## src/pkg/debug_event_pkg.sv

```systemverilog
// Constants for the debug event pin logic and its register port
package debug_event_pkg;

  // ****************************************
  // Bus geometry
  // ****************************************
  localparam int ADDR_W = 4;
  localparam int DATA_W = 32;
  localparam int STRB_W = DATA_W / 8;

  // ****************************************
  // Register byte offsets
  // ****************************************
  localparam logic [ADDR_W-1:0] OFF_CTRL = 4'h0;
  localparam logic [ADDR_W-1:0] OFF_STATUS = 4'h4;
  localparam logic [ADDR_W-1:0] OFF_MASK = 4'h8;
  localparam logic [ADDR_W-1:0] OFF_UNIT = 4'hC;

  // ****************************************
  // Control register layout
  // ****************************************
  localparam int CTRL_W = 4;
  localparam int CTRL_IN_CTL_LSB = 0;
  localparam int CTRL_OUT_SEL_LSB = 2;
  localparam int FIELD_W = 2;
  localparam logic [CTRL_W-1:0] CTRL_RST = 4'h0;

  // Event input control codes
  localparam logic [FIELD_W-1:0] IN_CTL_BREAK = 2'b01;
  // Event output select codes
  localparam logic [FIELD_W-1:0] OUT_SEL_ENTRY = 2'b01;
  localparam logic [FIELD_W-1:0] OUT_SEL_STATUS = 2'b10;

  // ****************************************
  // Status and mask layout
  // ****************************************
  localparam int STAT_W = 3;
  localparam int STAT_EXT_BREAK_BIT = 0;
  localparam int STAT_ENTRY_BIT = 1;
  localparam int STAT_HIT_BIT = 2;
  localparam logic [STAT_W-1:0] STAT_RST = 3'h0;
  localparam logic [STAT_W-1:0] MASK_RST = 3'h0;

  // ****************************************
  // Breakpoint and watchpoint units
  // ****************************************
  localparam int NUM_UNITS = 4;
  localparam logic [NUM_UNITS-1:0] UNIT_RST = 4'h0;

  // ****************************************
  // Bus responses and reset levels
  // ****************************************
  localparam logic [1:0] RESP_OKAY = 2'b00;
  localparam logic [1:0] RESP_SLVERR = 2'b10;
  localparam logic [DATA_W-1:0] DATA_RST = 32'h0000_0000;
  localparam logic PIN_IDLE = 1'b1;

endpackage

```

## src/rtl/sticky_flags.sv

```systemverilog
// Sticky event flags, cleared as a group, where a new event beats the clear
`timescale 1ns/1ps
module sticky_flags #(
  parameter int W = 1
) (
  // Clock and reset
  input wire logic aclk,
  input wire logic aresetn,
  // Events and clear
  input wire logic [W-1:0] set,
  input wire logic clr,
  // Flag state
  output logic [W-1:0] q
);

  logic [W-1:0] q_reg;
  logic [W-1:0] q_next;

  always_comb
  begin
    q_next = (q_reg & ~{W{clr}}) | set;
  end

  always_ff @(posedge aclk)
  begin
    if (!aresetn)
    begin
      q_reg <= '0;
    end
    else
    begin
      q_reg <= q_next;
    end
  end

  assign q = q_reg;

endmodule

```

## src/rtl/axil_slave_port.sv

```systemverilog
// AXI4-Lite slave handshake: one write and one read in flight at a time
`timescale 1ns/1ps
module axil_slave_port (
  // Clock and reset
  input wire logic aclk,
  input wire logic aresetn,
  // Write address and data
  input wire logic [debug_event_pkg::ADDR_W-1:0] s_axi_awaddr,
  input wire logic s_axi_awvalid,
  output logic s_axi_awready,
  input wire logic [debug_event_pkg::DATA_W-1:0] s_axi_wdata,
  input wire logic [debug_event_pkg::STRB_W-1:0] s_axi_wstrb,
  input wire logic s_axi_wvalid,
  output logic s_axi_wready,
  // Write response
  output logic [1:0] s_axi_bresp,
  output logic s_axi_bvalid,
  input wire logic s_axi_bready,
  // Read address and data
  input wire logic [debug_event_pkg::ADDR_W-1:0] s_axi_araddr,
  input wire logic s_axi_arvalid,
  output logic s_axi_arready,
  output logic [debug_event_pkg::DATA_W-1:0] s_axi_rdata,
  output logic [1:0] s_axi_rresp,
  output logic s_axi_rvalid,
  input wire logic s_axi_rready,
  // Register file side
  output logic wr_en,
  output logic [debug_event_pkg::ADDR_W-1:0] wr_addr,
  output logic [debug_event_pkg::DATA_W-1:0] wr_data,
  output logic [debug_event_pkg::STRB_W-1:0] wr_strb,
  input wire logic wr_ok,
  output logic rd_en,
  output logic [debug_event_pkg::ADDR_W-1:0] rd_addr,
  input wire logic [debug_event_pkg::DATA_W-1:0] rd_data,
  input wire logic rd_ok
);
  import debug_event_pkg::*;

  logic aw_got_reg, aw_got_next, w_got_reg, w_got_next;
  logic [ADDR_W-1:0] awaddr_reg, awaddr_next;
  logic [DATA_W-1:0] wdata_reg, wdata_next;
  logic [STRB_W-1:0] wstrb_reg, wstrb_next;
  logic awready_reg, awready_next, wready_reg, wready_next;
  logic bvalid_reg, bvalid_next;
  logic [1:0] bresp_reg, bresp_next, rresp_reg, rresp_next;
  logic arready_reg, arready_next, rvalid_reg, rvalid_next;
  logic [DATA_W-1:0] rdata_reg, rdata_next;

  // Address and data are parked until both are present
  assign wr_en = aw_got_reg && w_got_reg && !bvalid_reg;
  assign wr_addr = awaddr_reg;
  assign wr_data = wdata_reg;
  assign wr_strb = wstrb_reg;
  assign rd_en = s_axi_arvalid && arready_reg;
  assign rd_addr = s_axi_araddr;

  always_comb
  begin
    aw_got_next = aw_got_reg;
    w_got_next = w_got_reg;
    awaddr_next = awaddr_reg;
    wdata_next = wdata_reg;
    wstrb_next = wstrb_reg;
    bvalid_next = bvalid_reg;
    bresp_next = bresp_reg;
    if (s_axi_awvalid && awready_reg)
    begin
      aw_got_next = 1'b1;
      awaddr_next = s_axi_awaddr;
    end
    if (s_axi_wvalid && wready_reg)
    begin
      w_got_next = 1'b1;
      wdata_next = s_axi_wdata;
      wstrb_next = s_axi_wstrb;
    end
    if (wr_en)
    begin
      aw_got_next = 1'b0;
      w_got_next = 1'b0;
      bvalid_next = 1'b1;
      bresp_next = wr_ok ? RESP_OKAY : RESP_SLVERR;
    end
    else if (bvalid_reg && s_axi_bready)
    begin
      bvalid_next = 1'b0;
    end
    awready_next = !aw_got_next && !bvalid_next;
    wready_next = !w_got_next && !bvalid_next;
    rvalid_next = rvalid_reg;
    rdata_next = rdata_reg;
    rresp_next = rresp_reg;
    if (rd_en)
    begin
      rvalid_next = 1'b1;
      rdata_next = rd_data;
      rresp_next = rd_ok ? RESP_OKAY : RESP_SLVERR;
    end
    else if (rvalid_reg && s_axi_rready)
    begin
      rvalid_next = 1'b0;
    end
    arready_next = !rvalid_next;
  end

  always_ff @(posedge aclk)
  begin
    if (!aresetn)
    begin
      aw_got_reg <= 1'b0;
      w_got_reg <= 1'b0;
      awaddr_reg <= '0;
      wdata_reg <= DATA_RST;
      wstrb_reg <= '0;
      awready_reg <= 1'b0;
      wready_reg <= 1'b0;
      bvalid_reg <= 1'b0;
      bresp_reg <= RESP_OKAY;
      arready_reg <= 1'b0;
      rvalid_reg <= 1'b0;
      rdata_reg <= DATA_RST;
      rresp_reg <= RESP_OKAY;
    end
    else
    begin
      aw_got_reg <= aw_got_next;
      w_got_reg <= w_got_next;
      awaddr_reg <= awaddr_next;
      wdata_reg <= wdata_next;
      wstrb_reg <= wstrb_next;
      awready_reg <= awready_next;
      wready_reg <= wready_next;
      bvalid_reg <= bvalid_next;
      bresp_reg <= bresp_next;
      arready_reg <= arready_next;
      rvalid_reg <= rvalid_next;
      rdata_reg <= rdata_next;
      rresp_reg <= rresp_next;
    end
  end

  assign s_axi_awready = awready_reg;
  assign s_axi_wready = wready_reg;
  assign s_axi_bvalid = bvalid_reg;
  assign s_axi_bresp = bresp_reg;
  assign s_axi_arready = arready_reg;
  assign s_axi_rvalid = rvalid_reg;
  assign s_axi_rdata = rdata_reg;
  assign s_axi_rresp = rresp_reg;

endmodule

```

## src/rtl/debug_event_pin_logic.sv

```systemverilog
// Debug event input and output pin logic with its AXI4-Lite register file
//
// Design decisions made here: the register addresses and the AXI4-Lite register port.
`timescale 1ns/1ps

// Summary of operation
// Event input control 01: each falling edge on event input raises a breakpoint.
// External equipment holds event input low one CPU clock after falling.
// An event input breakpoint sets the external break flag in debug status.
// Output select 01: event output low exactly one clock per debug entry.
// Units with output-on-condition set show their hit status on event output.
// Unit hit status reaches event output only while output select is 10.
// Other input control values ignore the input; idle event output stays high.
module debug_event_pin_logic (
  // Clock and reset
  input wire logic aclk,
  input wire logic aresetn,
  // AXI4-Lite write channels
  input wire logic [debug_event_pkg::ADDR_W-1:0] s_axi_awaddr,
  input wire logic s_axi_awvalid,
  output logic s_axi_awready,
  input wire logic [debug_event_pkg::DATA_W-1:0] s_axi_wdata,
  input wire logic [debug_event_pkg::STRB_W-1:0] s_axi_wstrb,
  input wire logic s_axi_wvalid,
  output logic s_axi_wready,
  output logic [1:0] s_axi_bresp,
  output logic s_axi_bvalid,
  input wire logic s_axi_bready,
  // AXI4-Lite read channels
  input wire logic [debug_event_pkg::ADDR_W-1:0] s_axi_araddr,
  input wire logic s_axi_arvalid,
  output logic s_axi_arready,
  output logic [debug_event_pkg::DATA_W-1:0] s_axi_rdata,
  output logic [1:0] s_axi_rresp,
  output logic s_axi_rvalid,
  input wire logic s_axi_rready,
  // CPU debug state
  input wire logic debug_mode,
  input wire logic [debug_event_pkg::NUM_UNITS-1:0] unit_hit,
  output logic break_request,
  // Event pins
  input wire logic event_input_pin,
  output logic event_output_pin,
  // Interrupt
  output logic irq
);
  import debug_event_pkg::*;

  // ****************************************
  // Register port
  // ****************************************
  logic wr_en;
  logic [ADDR_W-1:0] wr_addr;
  logic [DATA_W-1:0] wr_data;
  logic [STRB_W-1:0] wr_strb;
  logic wr_ok;
  logic rd_en;
  logic [ADDR_W-1:0] rd_addr;
  logic [DATA_W-1:0] rd_data;
  logic rd_ok;

  axil_slave_port u_port (
    .aclk(aclk),
    .aresetn(aresetn),
    .s_axi_awaddr(s_axi_awaddr),
    .s_axi_awvalid(s_axi_awvalid),
    .s_axi_awready(s_axi_awready),
    .s_axi_wdata(s_axi_wdata),
    .s_axi_wstrb(s_axi_wstrb),
    .s_axi_wvalid(s_axi_wvalid),
    .s_axi_wready(s_axi_wready),
    .s_axi_bresp(s_axi_bresp),
    .s_axi_bvalid(s_axi_bvalid),
    .s_axi_bready(s_axi_bready),
    .s_axi_araddr(s_axi_araddr),
    .s_axi_arvalid(s_axi_arvalid),
    .s_axi_arready(s_axi_arready),
    .s_axi_rdata(s_axi_rdata),
    .s_axi_rresp(s_axi_rresp),
    .s_axi_rvalid(s_axi_rvalid),
    .s_axi_rready(s_axi_rready),
    .wr_en(wr_en),
    .wr_addr(wr_addr),
    .wr_data(wr_data),
    .wr_strb(wr_strb),
    .wr_ok(wr_ok),
    .rd_en(rd_en),
    .rd_addr(rd_addr),
    .rd_data(rd_data),
    .rd_ok(rd_ok)
  );

  // ****************************************
  // Registers
  // ****************************************
  logic [CTRL_W-1:0] debug_control_reg, debug_control_next;
  logic [STAT_W-1:0] mask_reg, mask_next;
  logic [NUM_UNITS-1:0] unit_cond_reg, unit_cond_next;
  logic [STAT_W-1:0] debug_status_reg;
  logic [STAT_W-1:0] status_set;
  logic status_clr;
  logic [FIELD_W-1:0] event_in_control_field;
  logic [FIELD_W-1:0] event_out_select_field;

  assign event_in_control_field = debug_control_reg[CTRL_IN_CTL_LSB +: FIELD_W];
  assign event_out_select_field = debug_control_reg[CTRL_OUT_SEL_LSB +: FIELD_W];

  // Decode for reads; the status clears on the read that returns it
  always_comb
  begin
    rd_data = DATA_RST;
    rd_ok = 1'b1;
    case (rd_addr)
      OFF_CTRL: rd_data[CTRL_W-1:0] = debug_control_reg;
      OFF_STATUS: rd_data[STAT_W-1:0] = debug_status_reg;
      OFF_MASK: rd_data[STAT_W-1:0] = mask_reg;
      OFF_UNIT: rd_data[NUM_UNITS-1:0] = unit_cond_reg;
      default: rd_ok = 1'b0;
    endcase
  end

  // All fields live in byte lane 0, so only that strobe matters
  always_comb
  begin
    debug_control_next = debug_control_reg;
    mask_next = mask_reg;
    unit_cond_next = unit_cond_reg;
    wr_ok = 1'b1;
    case (wr_addr)
      OFF_CTRL:
      begin
        if (wr_en && wr_strb[0])
        begin
          debug_control_next = wr_data[CTRL_W-1:0];
        end
      end
      OFF_STATUS: wr_ok = 1'b1;
      OFF_MASK:
      begin
        if (wr_en && wr_strb[0])
        begin
          mask_next = wr_data[STAT_W-1:0];
        end
      end
      OFF_UNIT:
      begin
        if (wr_en && wr_strb[0])
        begin
          unit_cond_next = wr_data[NUM_UNITS-1:0];
        end
      end
      default: wr_ok = 1'b0;
    endcase
  end

  // ****************************************
  // Event logic
  // ****************************************
  logic pin_prev_reg;
  logic mode_prev_reg;
  logic break_request_reg, break_request_next;
  logic event_output_pin_reg, event_output_pin_next;
  logic irq_reg, irq_next;
  logic pin_fall;
  logic entry_rise;
  logic unit_active;

  always_comb
  begin
    pin_fall = pin_prev_reg && !event_input_pin;
    entry_rise = debug_mode && !mode_prev_reg;
    unit_active = |(unit_hit & unit_cond_reg);
    // Any other control value leaves the input without effect
    break_request_next = pin_fall && (event_in_control_field == IN_CTL_BREAK);
    case (event_out_select_field)
      OUT_SEL_ENTRY: event_output_pin_next = !entry_rise;
      OUT_SEL_STATUS: event_output_pin_next = !unit_active;
      default: event_output_pin_next = PIN_IDLE;
    endcase
    status_set = '0;
    status_set[STAT_EXT_BREAK_BIT] = break_request_next;
    status_set[STAT_ENTRY_BIT] = entry_rise;
    status_set[STAT_HIT_BIT] = unit_active;
    status_clr = rd_en && (rd_addr == OFF_STATUS);
    irq_next = |(debug_status_reg & mask_reg);
  end

  sticky_flags #(
    .W(STAT_W)
  ) u_status (
    .aclk(aclk),
    .aresetn(aresetn),
    .set(status_set),
    .clr(status_clr),
    .q(debug_status_reg)
  );

  always_ff @(posedge aclk)
  begin
    if (!aresetn)
    begin
      debug_control_reg <= CTRL_RST;
      mask_reg <= MASK_RST;
      unit_cond_reg <= UNIT_RST;
      pin_prev_reg <= PIN_IDLE;
      mode_prev_reg <= 1'b0;
      break_request_reg <= 1'b0;
      event_output_pin_reg <= PIN_IDLE;
      irq_reg <= 1'b0;
    end
    else
    begin
      debug_control_reg <= debug_control_next;
      mask_reg <= mask_next;
      unit_cond_reg <= unit_cond_next;
      pin_prev_reg <= event_input_pin;
      mode_prev_reg <= debug_mode;
      break_request_reg <= break_request_next;
      event_output_pin_reg <= event_output_pin_next;
      irq_reg <= irq_next;
    end
  end

  assign break_request = break_request_reg;
  assign event_output_pin = event_output_pin_reg;
  assign irq = irq_reg;
endmodule

```

## config.mk

```make
export PLATFORM = sky130hd
export DESIGN_NAME = debug_event_pin_logic
export DESIGN_NICKNAME = d
export VERILOG_FILES = /design/src/pkg/debug_event_pkg.sv /design/src/rtl/sticky_flags.sv /design/src/rtl/axil_slave_port.sv /design/src/rtl/debug_event_pin_logic.sv
export SDC_FILE = /design/constraint.sdc
export NUM_CORES = 1
export LEC_CHECK = 0
export BUFFER_PORTS_ARGS = -buffer_cell sky130_fd_sc_hd__buf_4
export CAP_MARGIN = 20
export CORE_ASPECT_RATIO = 2
export CORE_UTILIZATION = 50
export CTS_CLUSTER_SIZE = 40
export DETAILED_ROUTE_END_ITERATION = 12
export PLACE_DENSITY_LB_ADDON = 0.15
export REMOVE_ABC_BUFFERS = 1
export SLEW_MARGIN = 20
export SYNTH_ARGS = -nofsm -noshare
export SYNTH_HDL_FRONTEND = slang
export SYNTH_HIERARCHICAL = 1
export SYNTH_SLANG_ARGS = --single-unit
export TNS_END_PERCENT = 5
```

## constraint.sdc

```tcl
create_clock -name aclk -period 1.5 [get_ports aclk]
set_input_delay 0.3 -clock aclk [delete_from_list [all_inputs] [get_ports aclk]]
set_output_delay 0.3 -clock aclk [all_outputs]
set_load 0.005 [all_outputs]
```

==> impl_metrics.env, run 1 <==
export IMPL_outcome="complete, no violations"
export IMPL_cts_tree="yes"
export IMPL_setup_tns_final_ns=0
export IMPL_clk_root_buffer_cell="clkbuf_8"
export IMPL_dieArea_um2=6130
export IMPL_hold_buffers=0
export IMPL_remaining_drc_errors=0
export IMPL_max_cap_violations=0
export IMPL_first_global_vias=2103
export IMPL_p_per_area_nw_per_um2=1050
export IMPL_dpl_instance_area_um2=3420
export IMPL_r2r_start="u_port/w_got_reg$_SDFF_PN0_"
export IMPL_worstSetupPathType="reg -> reg"
export IMPL_drive_gt1_frac=0.257
export IMPL_clock_sinks=69
export IMPL_cts_setup_buffers=0
export IMPL_critical_path_startpoint_type="flop"
export IMPL_syn2layout_area_growth_pct=25.3
export IMPL_htreeDepth=3
export IMPL_grt_pass1_wl_um=8870
export IMPL_rows=38
export IMPL_die_h_um=110
export IMPL_syn_avg_cell_area_um2=9.12
export IMPL_routed_wl_um=5440
export IMPL_n_antenna_cell=0
export IMPL_drt_iter0_drc=79
export IMPL_gr_total_overflow=0
export IMPL_cp_data_required_time_ns=1.76
export IMPL_synth_cells=318
export IMPL_fmax_ghz=0.727
export IMPL_clockBufferDepth=2
export IMPL_finalCritPeriodShare=0.917
export IMPL_largest_reg_flops=32
export IMPL_period_minus_slack_ns=1.37
export IMPL_drtAntennaViolNets=0
export IMPL_cts_resized=0
export IMPL_grt_setup_unrepaired="false"
export IMPL_slew_viol_final=0
export IMPL_die_w_um=55.9
export IMPL_r2r_slack_ns=0.13
export IMPL_yosys_warnings=6
export IMPL_ios=101
export IMPL_place_gp_congestion=0.725
export IMPL_start_util=0.526
export IMPL_clkLatencyLatePin_ns=0.34
export IMPL_setup_violations_final=0
export IMPL_end_kind="flop"
export IMPL_worst_clock_skew_ns=0.00369
export IMPL_syn_area_um2=2900
export IMPL_grtUsageTotal=0.189
export IMPL_crit_path_max_fanout=4
export IMPL_cts_made_buffers=9
export IMPL_fin_nets=458
export IMPL_core_area_um2=5520
export IMPL_vias_per_cell=4.87
export IMPL_fillers=513
export IMPL_peakVddDrop_v=0.000990
export IMPL_via_count=2260
export IMPL_dr_pass1_iters=4
export IMPL_antenna_found_initial=0
export IMPL_hpwl_um=3950
export IMPL_worstPathArrival_ns=1.64
export IMPL_hold_violations=0
export IMPL_clkTransAtPathRegs_ns=0.06
export IMPL_leakage_nw=1.62
export IMPL_hp_class="in -> reg"
export IMPL_crit_start="u_port/w_got_reg$_SDFF_PN0_"
export IMPL_finalPower_w=0.00383
export IMPL_wl_per_cell_um=11.7
export IMPL_design_area_um2=3630
export IMPL_min_from="event_input_pin"
export IMPL_grt_max_degree=59
export IMPL_io_buffers=67
power by group:
part / switching [W] / leakage, nW / internal [W]
clock: 0.000650 / 0.112 / 0.000895
sequential: 0.0000424 / 0.562 / 0.00190
combinational: 0.000159 / 0.948 / 0.000184
total: 0.000852 / 1.62 / 0.00298
path summary, 6_finish.rpt:
check / end / cells past startpoint
worst max register to register: unit_cond_reg[0]$_SDFFE_PN0P_ / 4
worst min register to register: u_port/s_axi_rdata[4]$_SDFFE_PN0P_ / 2
worst min-delay path: pin_prev_reg$_SDFF_PN1_ / 2
worst max-delay path: unit_cond_reg[0]$_SDFFE_PN0P_ / 4
layer usage:
layer  wire length, um  part of all wire  track usage
met5                 0                 0            0
met4               163             0.030        0.110
met3               286             0.053       0.0612
met2              2980              0.55        0.354
met1              2010              0.37        0.178
worst max-delay path, stage by stage, from the launching register on:
cell	delay (ns)
dfxtp_1	0.38
and3b_1	0.21
and4bb_2	0.26
and3_4	0.25
mux2i_1	0.20
layout by cell type, fill, tap and decap left out, types with 3 or more instances in the layout:
| cell type | n |
|---|---|
| mux2i_1 | 12 |
| clkinv_2 | 3 |
| a21boi_1 | 24 |
| nand2b_1 | 4 |
| buf_4 | 72 |
| inv_1 | 5 |
| a21boi_0 | 15 |
| nor2b_1 | 6 |
| o21a_1 | 3 |
| mux4_2 | 3 |
| nand3_1 | 6 |
| clkbuf_8 | 12 |
| conb_1 | 30 |
| nand2_1 | 100 |
| and2_1 | 7 |
| dfxtp_1 | 69 |
| a21boi_2 | 3 |
layout make-up:
| class | instances | area (um2) | area share |
|---|---|---|---|
| Inverter | 6 | 25.0 | 0.00688 |
| Timing Repair Buffer | 73 | 561 | 0.154 |
| Clock buffer | 12 | 165 | 0.0454 |
| Multi-Input combinational cell | 240 | 1380 | 0.380 |
| Sequential cell | 69 | 1380 | 0.380 |
| Tap cell | 60 | 75.1 | 0.0207 |
| Clock inverter | 4 | 45.0 | 0.0124 |
metrics by stage:
step / instances / setup WS, ns / utilization / hold WS [ns]
6_report: 464 / 0.125 / 0.659 / 0.158
5_1_grt: 464 / 0.0465 / 0.659 / 0.139
4_1_cts: 464 / 0.114 / 0.659 / 0.140
2_1_floorplan: 315 / 0.0564 / - / 0.373
3_3_place_gp: 448 / 0.0334 / 0.621 / 0.441
3_5_place_dp: 448 / 0.0390 / 0.621 / 0.447
Power figures use the tool's default switching activity.
==> run 2: changes to the inputs <==
- CORE_ASPECT_RATIO: 2 -> not set
- CORE_MARGIN: not set -> 2
- SETUP_SLACK_MARGIN: not set -> 0.3
==> impl_metrics.env, run 2 (same netlist as run 1, synthesis figures left out) <==
export IMPL_outcome="complete, no violations"
export IMPL_hold_violations=0
export IMPL_largest_reg_flops=32
export IMPL_via_count=2213
export IMPL_min_from="event_input_pin"
export IMPL_switching_share=0.235
export IMPL_grtUsageTotal=0.185
export IMPL_grt_pass1_wl_um=9200
export IMPL_io_buffers=67
export IMPL_worst_clock_skew_ns=0.00683
export IMPL_setup_violations_final=0
export IMPL_period_minus_slack_ns=1.32
export IMPL_fillers=504
export IMPL_switchingPower_w=0.000834
export IMPL_gr_total_overflow=0
export IMPL_wl_per_cell_um=11.1
export IMPL_first_global_vias=2072
export IMPL_start_util=0.524
export IMPL_syn2layout_area_growth_pct=24.5
export IMPL_drt_iter0_drc=74
export IMPL_hpwl_um=3750
export IMPL_routed_wl_um=5300
export IMPL_fin_nets=459
export IMPL_rows=27
export IMPL_vias_per_cell=4.65
export IMPL_dp_worst_setup_slack_ns=0.0744
export IMPL_ios=101
export IMPL_clk_root_buffer_cell="clkbuf_8"
export IMPL_p_per_area_nw_per_um2=984
export IMPL_hp_class="in -> reg"
export IMPL_design_area_um2=3610
export IMPL_grt_max_degree=42
export IMPL_ff2ff_path_depth=4
export IMPL_worstPathArrival_ns=1.58
export IMPL_leakage_nw=1.60
export IMPL_antenna_found_initial=0
export IMPL_max_cap_violations=0
export IMPL_htreeDepth=3
export IMPL_min_to="pin_prev_reg$_SDFF_PN1_"
export IMPL_cts_tree="yes"
export IMPL_die_h_um=80.2
export IMPL_p_int_w=0.00272
export IMPL_fmax_ghz=0.755
export IMPL_setup_tns_final_ns=0
export IMPL_die_w_um=80.2
export IMPL_clock_sinks=69
export IMPL_clkTransAtPathRegs_ns=0.07
export IMPL_dieArea_um2=6430
export IMPL_timing_final_ws_setup_ns=0.175
export IMPL_grt_setup_unrepaired="true"
export IMPL_dpl_cell_count=459
export IMPL_core_area_um2=5540
export IMPL_p_comb_frac=0.097
export IMPL_r2r_end="unit_cond_reg[2]$_SDFFE_PN0P_"
export IMPL_cp_data_required_time_ns=1.76
export IMPL_clkLatencyLatePin_ns=0.33
export IMPL_finalCritPeriodShare=0.883
export IMPL_cts_made_buffers=9
export IMPL_finalPower_w=0.00355
export IMPL_slew_viol_final=0
export IMPL_final_cells=476
export IMPL_critical_path_startpoint_type="flop"
export IMPL_drtAntennaViolNets=0
export IMPL_crit_path_max_fanout=4
export IMPL_dr_pass1_iters=4
export IMPL_n_antenna_cell=0
export IMPL_end_kind="flop"
export IMPL_r2r_start="u_port/s_axi_bvalid$_SDFF_PN0_"
export IMPL_seq_power_share=0.546
export IMPL_drive_gt1_frac=0.260
export IMPL_worstSetupPathType="reg -> reg"
export IMPL_final_cell_mix="nand2_1, buf_4, dfxtp_1, conb_1, a21boi_1"
export IMPL_place_gp_congestion=0.773
export IMPL_dpl_instance_area_um2=3430
export IMPL_clockBufferDepth=2
export IMPL_r2r_slack_ns=0.18
export IMPL_clkPwrFrac=0.357
export IMPL_peakVddDrop_v=0.000579
export IMPL_final_common_cell="nand2_1"
export IMPL_holdPathStages=2
export IMPL_remaining_drc_errors=0
run 2: changes by cell type in the layout (fill, tap and decap cells not counted):
cell and change:
buf_4 +1, clkbuf_8 -2, dfxtp_1 -4, clkinv_2 -1
bufinv_16 -1, clkbuf_1 +3, dfxtp_2 +4
run 2: power by group through the flow:
| stage | logic [W] | clock network [W] | registers (W) |
|---|---|---|---|
| 2_1_floorplan | 0.000148 | 0 | 0.00198 |
| 3_3_place_gp | 0.000337 | 0 | 0.00198 |
| 3_5_place_dp | 0.000343 | 0 | 0.00198 |
| 4_1_cts | 0.000348 | 0.00131 | 0.00194 |
| 5_1_grt | 0.000392 | 0.00137 | 0.00195 |
| 6_report | 0.000345 | 0.00127 | 0.00194 |
run 2: per-layer routing:
metal  share of wire  global-route usage  routed length [um]
met5               0                   0                   0
met4           0.012              0.0966                  65
met3           0.047              0.0382                 251
met2            0.49               0.308                2610
met1            0.45               0.224                2370
run 2: final cells by class:
class,instances,area [um2],share of cell area
Sequential cell,69,1390,0.384
Multi-Input combinational cell,240,1380,0.383
Timing Repair Buffer,74,568,0.157
Clock buffer,13,149,0.0412
Tap cell,72,90.1,0.0249
Inverter,6,25.0,0.00693
Clock inverter,2,10.0,0.00277
run 2: stage by stage:
| stage | util | hold WS [ns] |
|---|---|---|
| 6_report | 0.652 | 0.173 |
| 5_1_grt | 0.652 | 0.182 |
| 4_1_cts | 0.652 | 0.154 |
| 3_5_place_dp | 0.619 | 0.446 |
| 3_3_place_gp | 0.619 | 0.441 |
| 2_1_floorplan | - | 0.373 |
run 2: worst max path at each step:
stage                               startpoint  depth (start not counted)                       endpoint  slack (ns)
3_5_place_dp                   s_axi_araddr[1]                          5       u_status/q[0]$_SDFF_PN0_        0.07
4_1_cts         u_port/s_axi_bvalid$_SDFF_PN0_                          4  unit_cond_reg[2]$_SDFFE_PN0P_        0.16
2_1_floorplan  u_port/s_axi_arready$_SDFF_PN0_                          6       u_status/q[0]$_SDFF_PN0_        0.06
5_1_grt         u_port/s_axi_bvalid$_SDFF_PN0_                          4  unit_cond_reg[2]$_SDFFE_PN0P_        0.11
3_3_place_gp                   s_axi_araddr[1]                          5       u_status/q[1]$_SDFF_PN0_        0.08
6_report        u_port/s_axi_bvalid$_SDFF_PN0_                          4  unit_cond_reg[2]$_SDFFE_PN0P_        0.18
run 2: worst max-delay path, stage by stage (launching register included):
cell and delay [ns]:
dfxtp_2 0.32, and3b_1 0.22, and4bb_2 0.27, and3_4 0.24, mux2i_1 0.21
run 2: what timing repair did:
| action | in CTS | in global routing |
|---|---|---|
| resized for setup | 3 | 1 |
| gates cloned | 0 | 0 |
| setup buffers | 2 | 0 |
| endpoints found under the setup margin | 20 | 23 |
| pin swaps | 1 | 0 |
| hold buffers | 0 | 0 |
==> run 3: changes to the inputs <==
--- a/config.mk
+++ b/config.mk
@@ -9,5 +9,5 @@
 export CAP_MARGIN = 20
 export CORE_MARGIN = 2
-export CORE_UTILIZATION = 50
+export CORE_UTILIZATION = 44
 export CTS_CLUSTER_SIZE = 40
 export DETAILED_ROUTE_END_ITERATION = 12
@@ -18,5 +18,4 @@
 export SYNTH_ARGS = -nofsm -noshare
 export SYNTH_HDL_FRONTEND = slang
-export SYNTH_HIERARCHICAL = 1
 export SYNTH_SLANG_ARGS = --single-unit
 export TNS_END_PERCENT = 5
==> constraint.sdc (replaced) <==
create_clock -name aclk -period 1.5 [get_ports aclk]
set_input_delay 0.3 -clock aclk [delete_from_list [all_inputs] [get_ports aclk]]
set_output_delay 0.3 -clock aclk [all_outputs]
set_load 0.1 [all_outputs]
==> impl_metrics.env, run 3 <==
export IMPL_vias_per_cell=5.08
export IMPL_fmax_ghz=0.695
export IMPL_htreeDepth=2
export IMPL_syn_area_um2=1900
export IMPL_setup_tns_final_ns=0
export IMPL_first_global_vias=1462
export IMPL_grtUsageTotal=0.167
export IMPL_cp_data_required_time_ns=1.73
export IMPL_max_stage_delay_ns=0.55
export IMPL_r2r_slack_ns=0.06
export IMPL_timing_critical_path_buf_inv=1
export IMPL_ys_seq_area_frac=0.432
export IMPL_ys_top_cells_by_count="dfxtp_1, buf_4, a21oi_1, nand2_1, nand3_1"
export IMPL_cts_tree="yes"
export IMPL_hpwl_um=2840
export IMPL_wl_per_cell_um=12.8
export IMPL_ys_ff_latch=41
export IMPL_leakage_nw=0.999
export IMPL_n_antenna_cell=0
export IMPL_grt_max_degree=22
export IMPL_clkLatencyLatePin_ns=0.30
export IMPL_cp_depth=4
export IMPL_io_buffers=39
export IMPL_wl_met2_um=1880
export IMPL_yosys_area_top_type="dfxtp_1"
export IMPL_finalCritPeriodShare=0.959
export IMPL_netlist_top_cells_area="dfxtp_1, buf_4, a21oi_1"
export IMPL_seq_power_share=0.427
export IMPL_period_minus_slack_ns=1.44
export IMPL_p_comb_frac=0.233
export IMPL_switching_share=0.341
export IMPL_switchingPower_w=0.000930
export IMPL_remaining_drc_errors=0
export IMPL_slowest_stage="or4b_4"
export IMPL_yosysTopAreaCellShare=0.432
export IMPL_p_per_area_nw_per_um2=1100
export IMPL_yosys_warnings=0
export IMPL_critical_path_startpoint_type="flop"
export IMPL_clock_sinks=41
export IMPL_via_count=1581
export IMPL_maxSlewHeadroom=0.665
export IMPL_start_util=0.465
export IMPL_routed_wl_um=3980
export IMPL_synth_edf_count=0
export IMPL_ys_flop_type="dfxtp_1"
export IMPL_tightest_slew_ns=0.495
export IMPL_crit_path_max_fanout=5
export IMPL_max_cap_violations=0
export IMPL_final_common_cell="buf_4"
export IMPL_die_h_um=69.7
export IMPL_worstSetupPathType="reg -> reg"
export IMPL_setup_violations_final=0
export IMPL_grt_pass1_wl_um=6640
export IMPL_clk_root_buffer_cell="clkbuf_8"
export IMPL_async_flop_share=0
export IMPL_drtAntennaViolNets=0
export IMPL_die_w_um=69.7
export IMPL_clkTransAtPathRegs_ns=0.08
export IMPL_final_cell_mix="buf_4, dfxtp_1, conb_1, a21oi_1, nand2_1"
export IMPL_ff2ff_path_depth=4
export IMPL_dieArea_um2=4860
export IMPL_fillers=383
export IMPL_synth_cell_type_count=37
export IMPL_grt_setup_unrepaired="true"
export IMPL_final_cells=311
export IMPL_hold_violations=0
export IMPL_worstPathArrival_ns=1.67
export IMPL_clockBufferDepth=2
export IMPL_outcome="complete, no violations"
export IMPL_yosysMostFrequentCell="dfxtp_1"
export IMPL_ios=101
export IMPL_met3_wirelength_um=285
export IMPL_place_gp_congestion=0.769
export IMPL_worst_clock_skew_ns=0.00692
export IMPL_holdPathStages=2
export IMPL_syn_avg_cell_area_um2=9.05
export IMPL_drive_gt1_frac=0.280
export IMPL_syn2layout_area_growth_pct=30.9
export IMPL_antenna_found_initial=0
export IMPL_peakVddDrop_v=0.000689
export IMPL_dr_pass1_iters=4
export IMPL_crit_chain="or4b_4, nor3_4, buf_6, mux2i_1"
export IMPL_end_kind="flop"
export IMPL_gr_total_overflow=0
export IMPL_cts_made_buffers=5
export IMPL_core_area_um2=4090
export IMPL_fin_nets=319
export IMPL_rows=23
export IMPL_p_int_w=0.00180
export IMPL_drt_iter0_drc=92
export IMPL_synth_cells=210
export IMPL_critical_path_top_delay_family="simple AND/OR/NAND/NOR gates"
export IMPL_met1Wirelength_um=1740
export IMPL_dpl_cell_count=300
export IMPL_slew_viol_final=0
export IMPL_hp_class="in -> reg"
export IMPL_clkPwrFrac=0.340
export IMPL_top_layer_used="met4"
[run 3: cell types whose count changed in the layout (fill, tap and decap cells not counted), moves of 9 or more]
cell      previous run  this run
nand2_1            100        23
buf_4               73        33
dfxtp_1             65        32
a21boi_1            24         0
a21oi_1              2        24
a21boi_0            15         0
nand3_1              6        16
buf_12               1        10
[run 3: path summary, 6_finish.rpt]
kind / from / to
worst min register to register: pin_prev_reg$_SDFF_PN1_ / break_request$_SDFF_PN0_
worst max-delay path: u_port.wr_addr[2]$_SDFFE_PN0P_ / debug_control_reg[1]$_SDFFE_PN0P_
worst max register to register: u_port.wr_addr[2]$_SDFFE_PN0P_ / debug_control_reg[1]$_SDFFE_PN0P_
worst min-delay path: debug_mode / mode_prev_reg$_SDFF_PN0_
[run 3: cell families after synthesis]
logic type	count (synthesis)	share of synthesized area
and+or+nand+nor	73	0.222
AOI/OAI and AO/OA	45	0.144
DFF	41	0.432
buffers and inverters	38	0.135
muxes	10	0.0527
adders and majority gates	2	0.0132
other	1	0.00197
[run 3: cell type report]
class,count,area (um2),area share
inverter,3,11.3,0.00453
sequential,41,842,0.339
multi-input combinational,160,932,0.375
clock inverter,2,37.5,0.0151
tap,50,62.6,0.0252
clock buffer,6,82.6,0.0332
timing repair buffer,49,519,0.209
[run 3: repair_timing]
| action | CTS | global route |
|---|---|---|
| endpoints found under the setup margin | 25 | 26 |
| pin swaps | 1 | 2 |
| gates resized for setup | 2 | 52 |
| hold buffers | 0 | 0 |
| setup buffers | 2 | 1 |
| endpoints found under the hold margin | 0 | 0 |
[run 3: routing by layer]
metal	global-route usage	up-vias
met5	0	-
met4	0.0705	0
met3	0.0422	7
met2	0.271	63
met1	0.210	721
li1	-	790
[run 3: stage by stage]
step	total power, W	hold slack (ns)	worst slack (ns)	area (um2)	utilization
after floorplan	0.00166	0.396	-0.364	1760	-
after global placement	0.00178	0.439	0.0306	2170	0.532
after detailed placement	0.00178	0.435	-0.00380	2170	0.532
after CTS	0.00271	0.207	0.0268	2310	0.565
after global routing	0.00283	0.233	-0.0118	2490	0.609
final	0.00273	0.216	0.0610	2490	0.609
[run 3: power by group through the flow]
stage / logic, W / registers [W] / clock network (W)
finish: 0.000637 / 0.00116 / 0.000928
global route: 0.000660 / 0.00117 / 0.000996
CTS: 0.000603 / 0.00116 / 0.000949
detailed placement: 0.000601 / 0.00118 / 0
global placement: 0.000599 / 0.00118 / 0
floorplan: 0.000395 / 0.00126 / 0
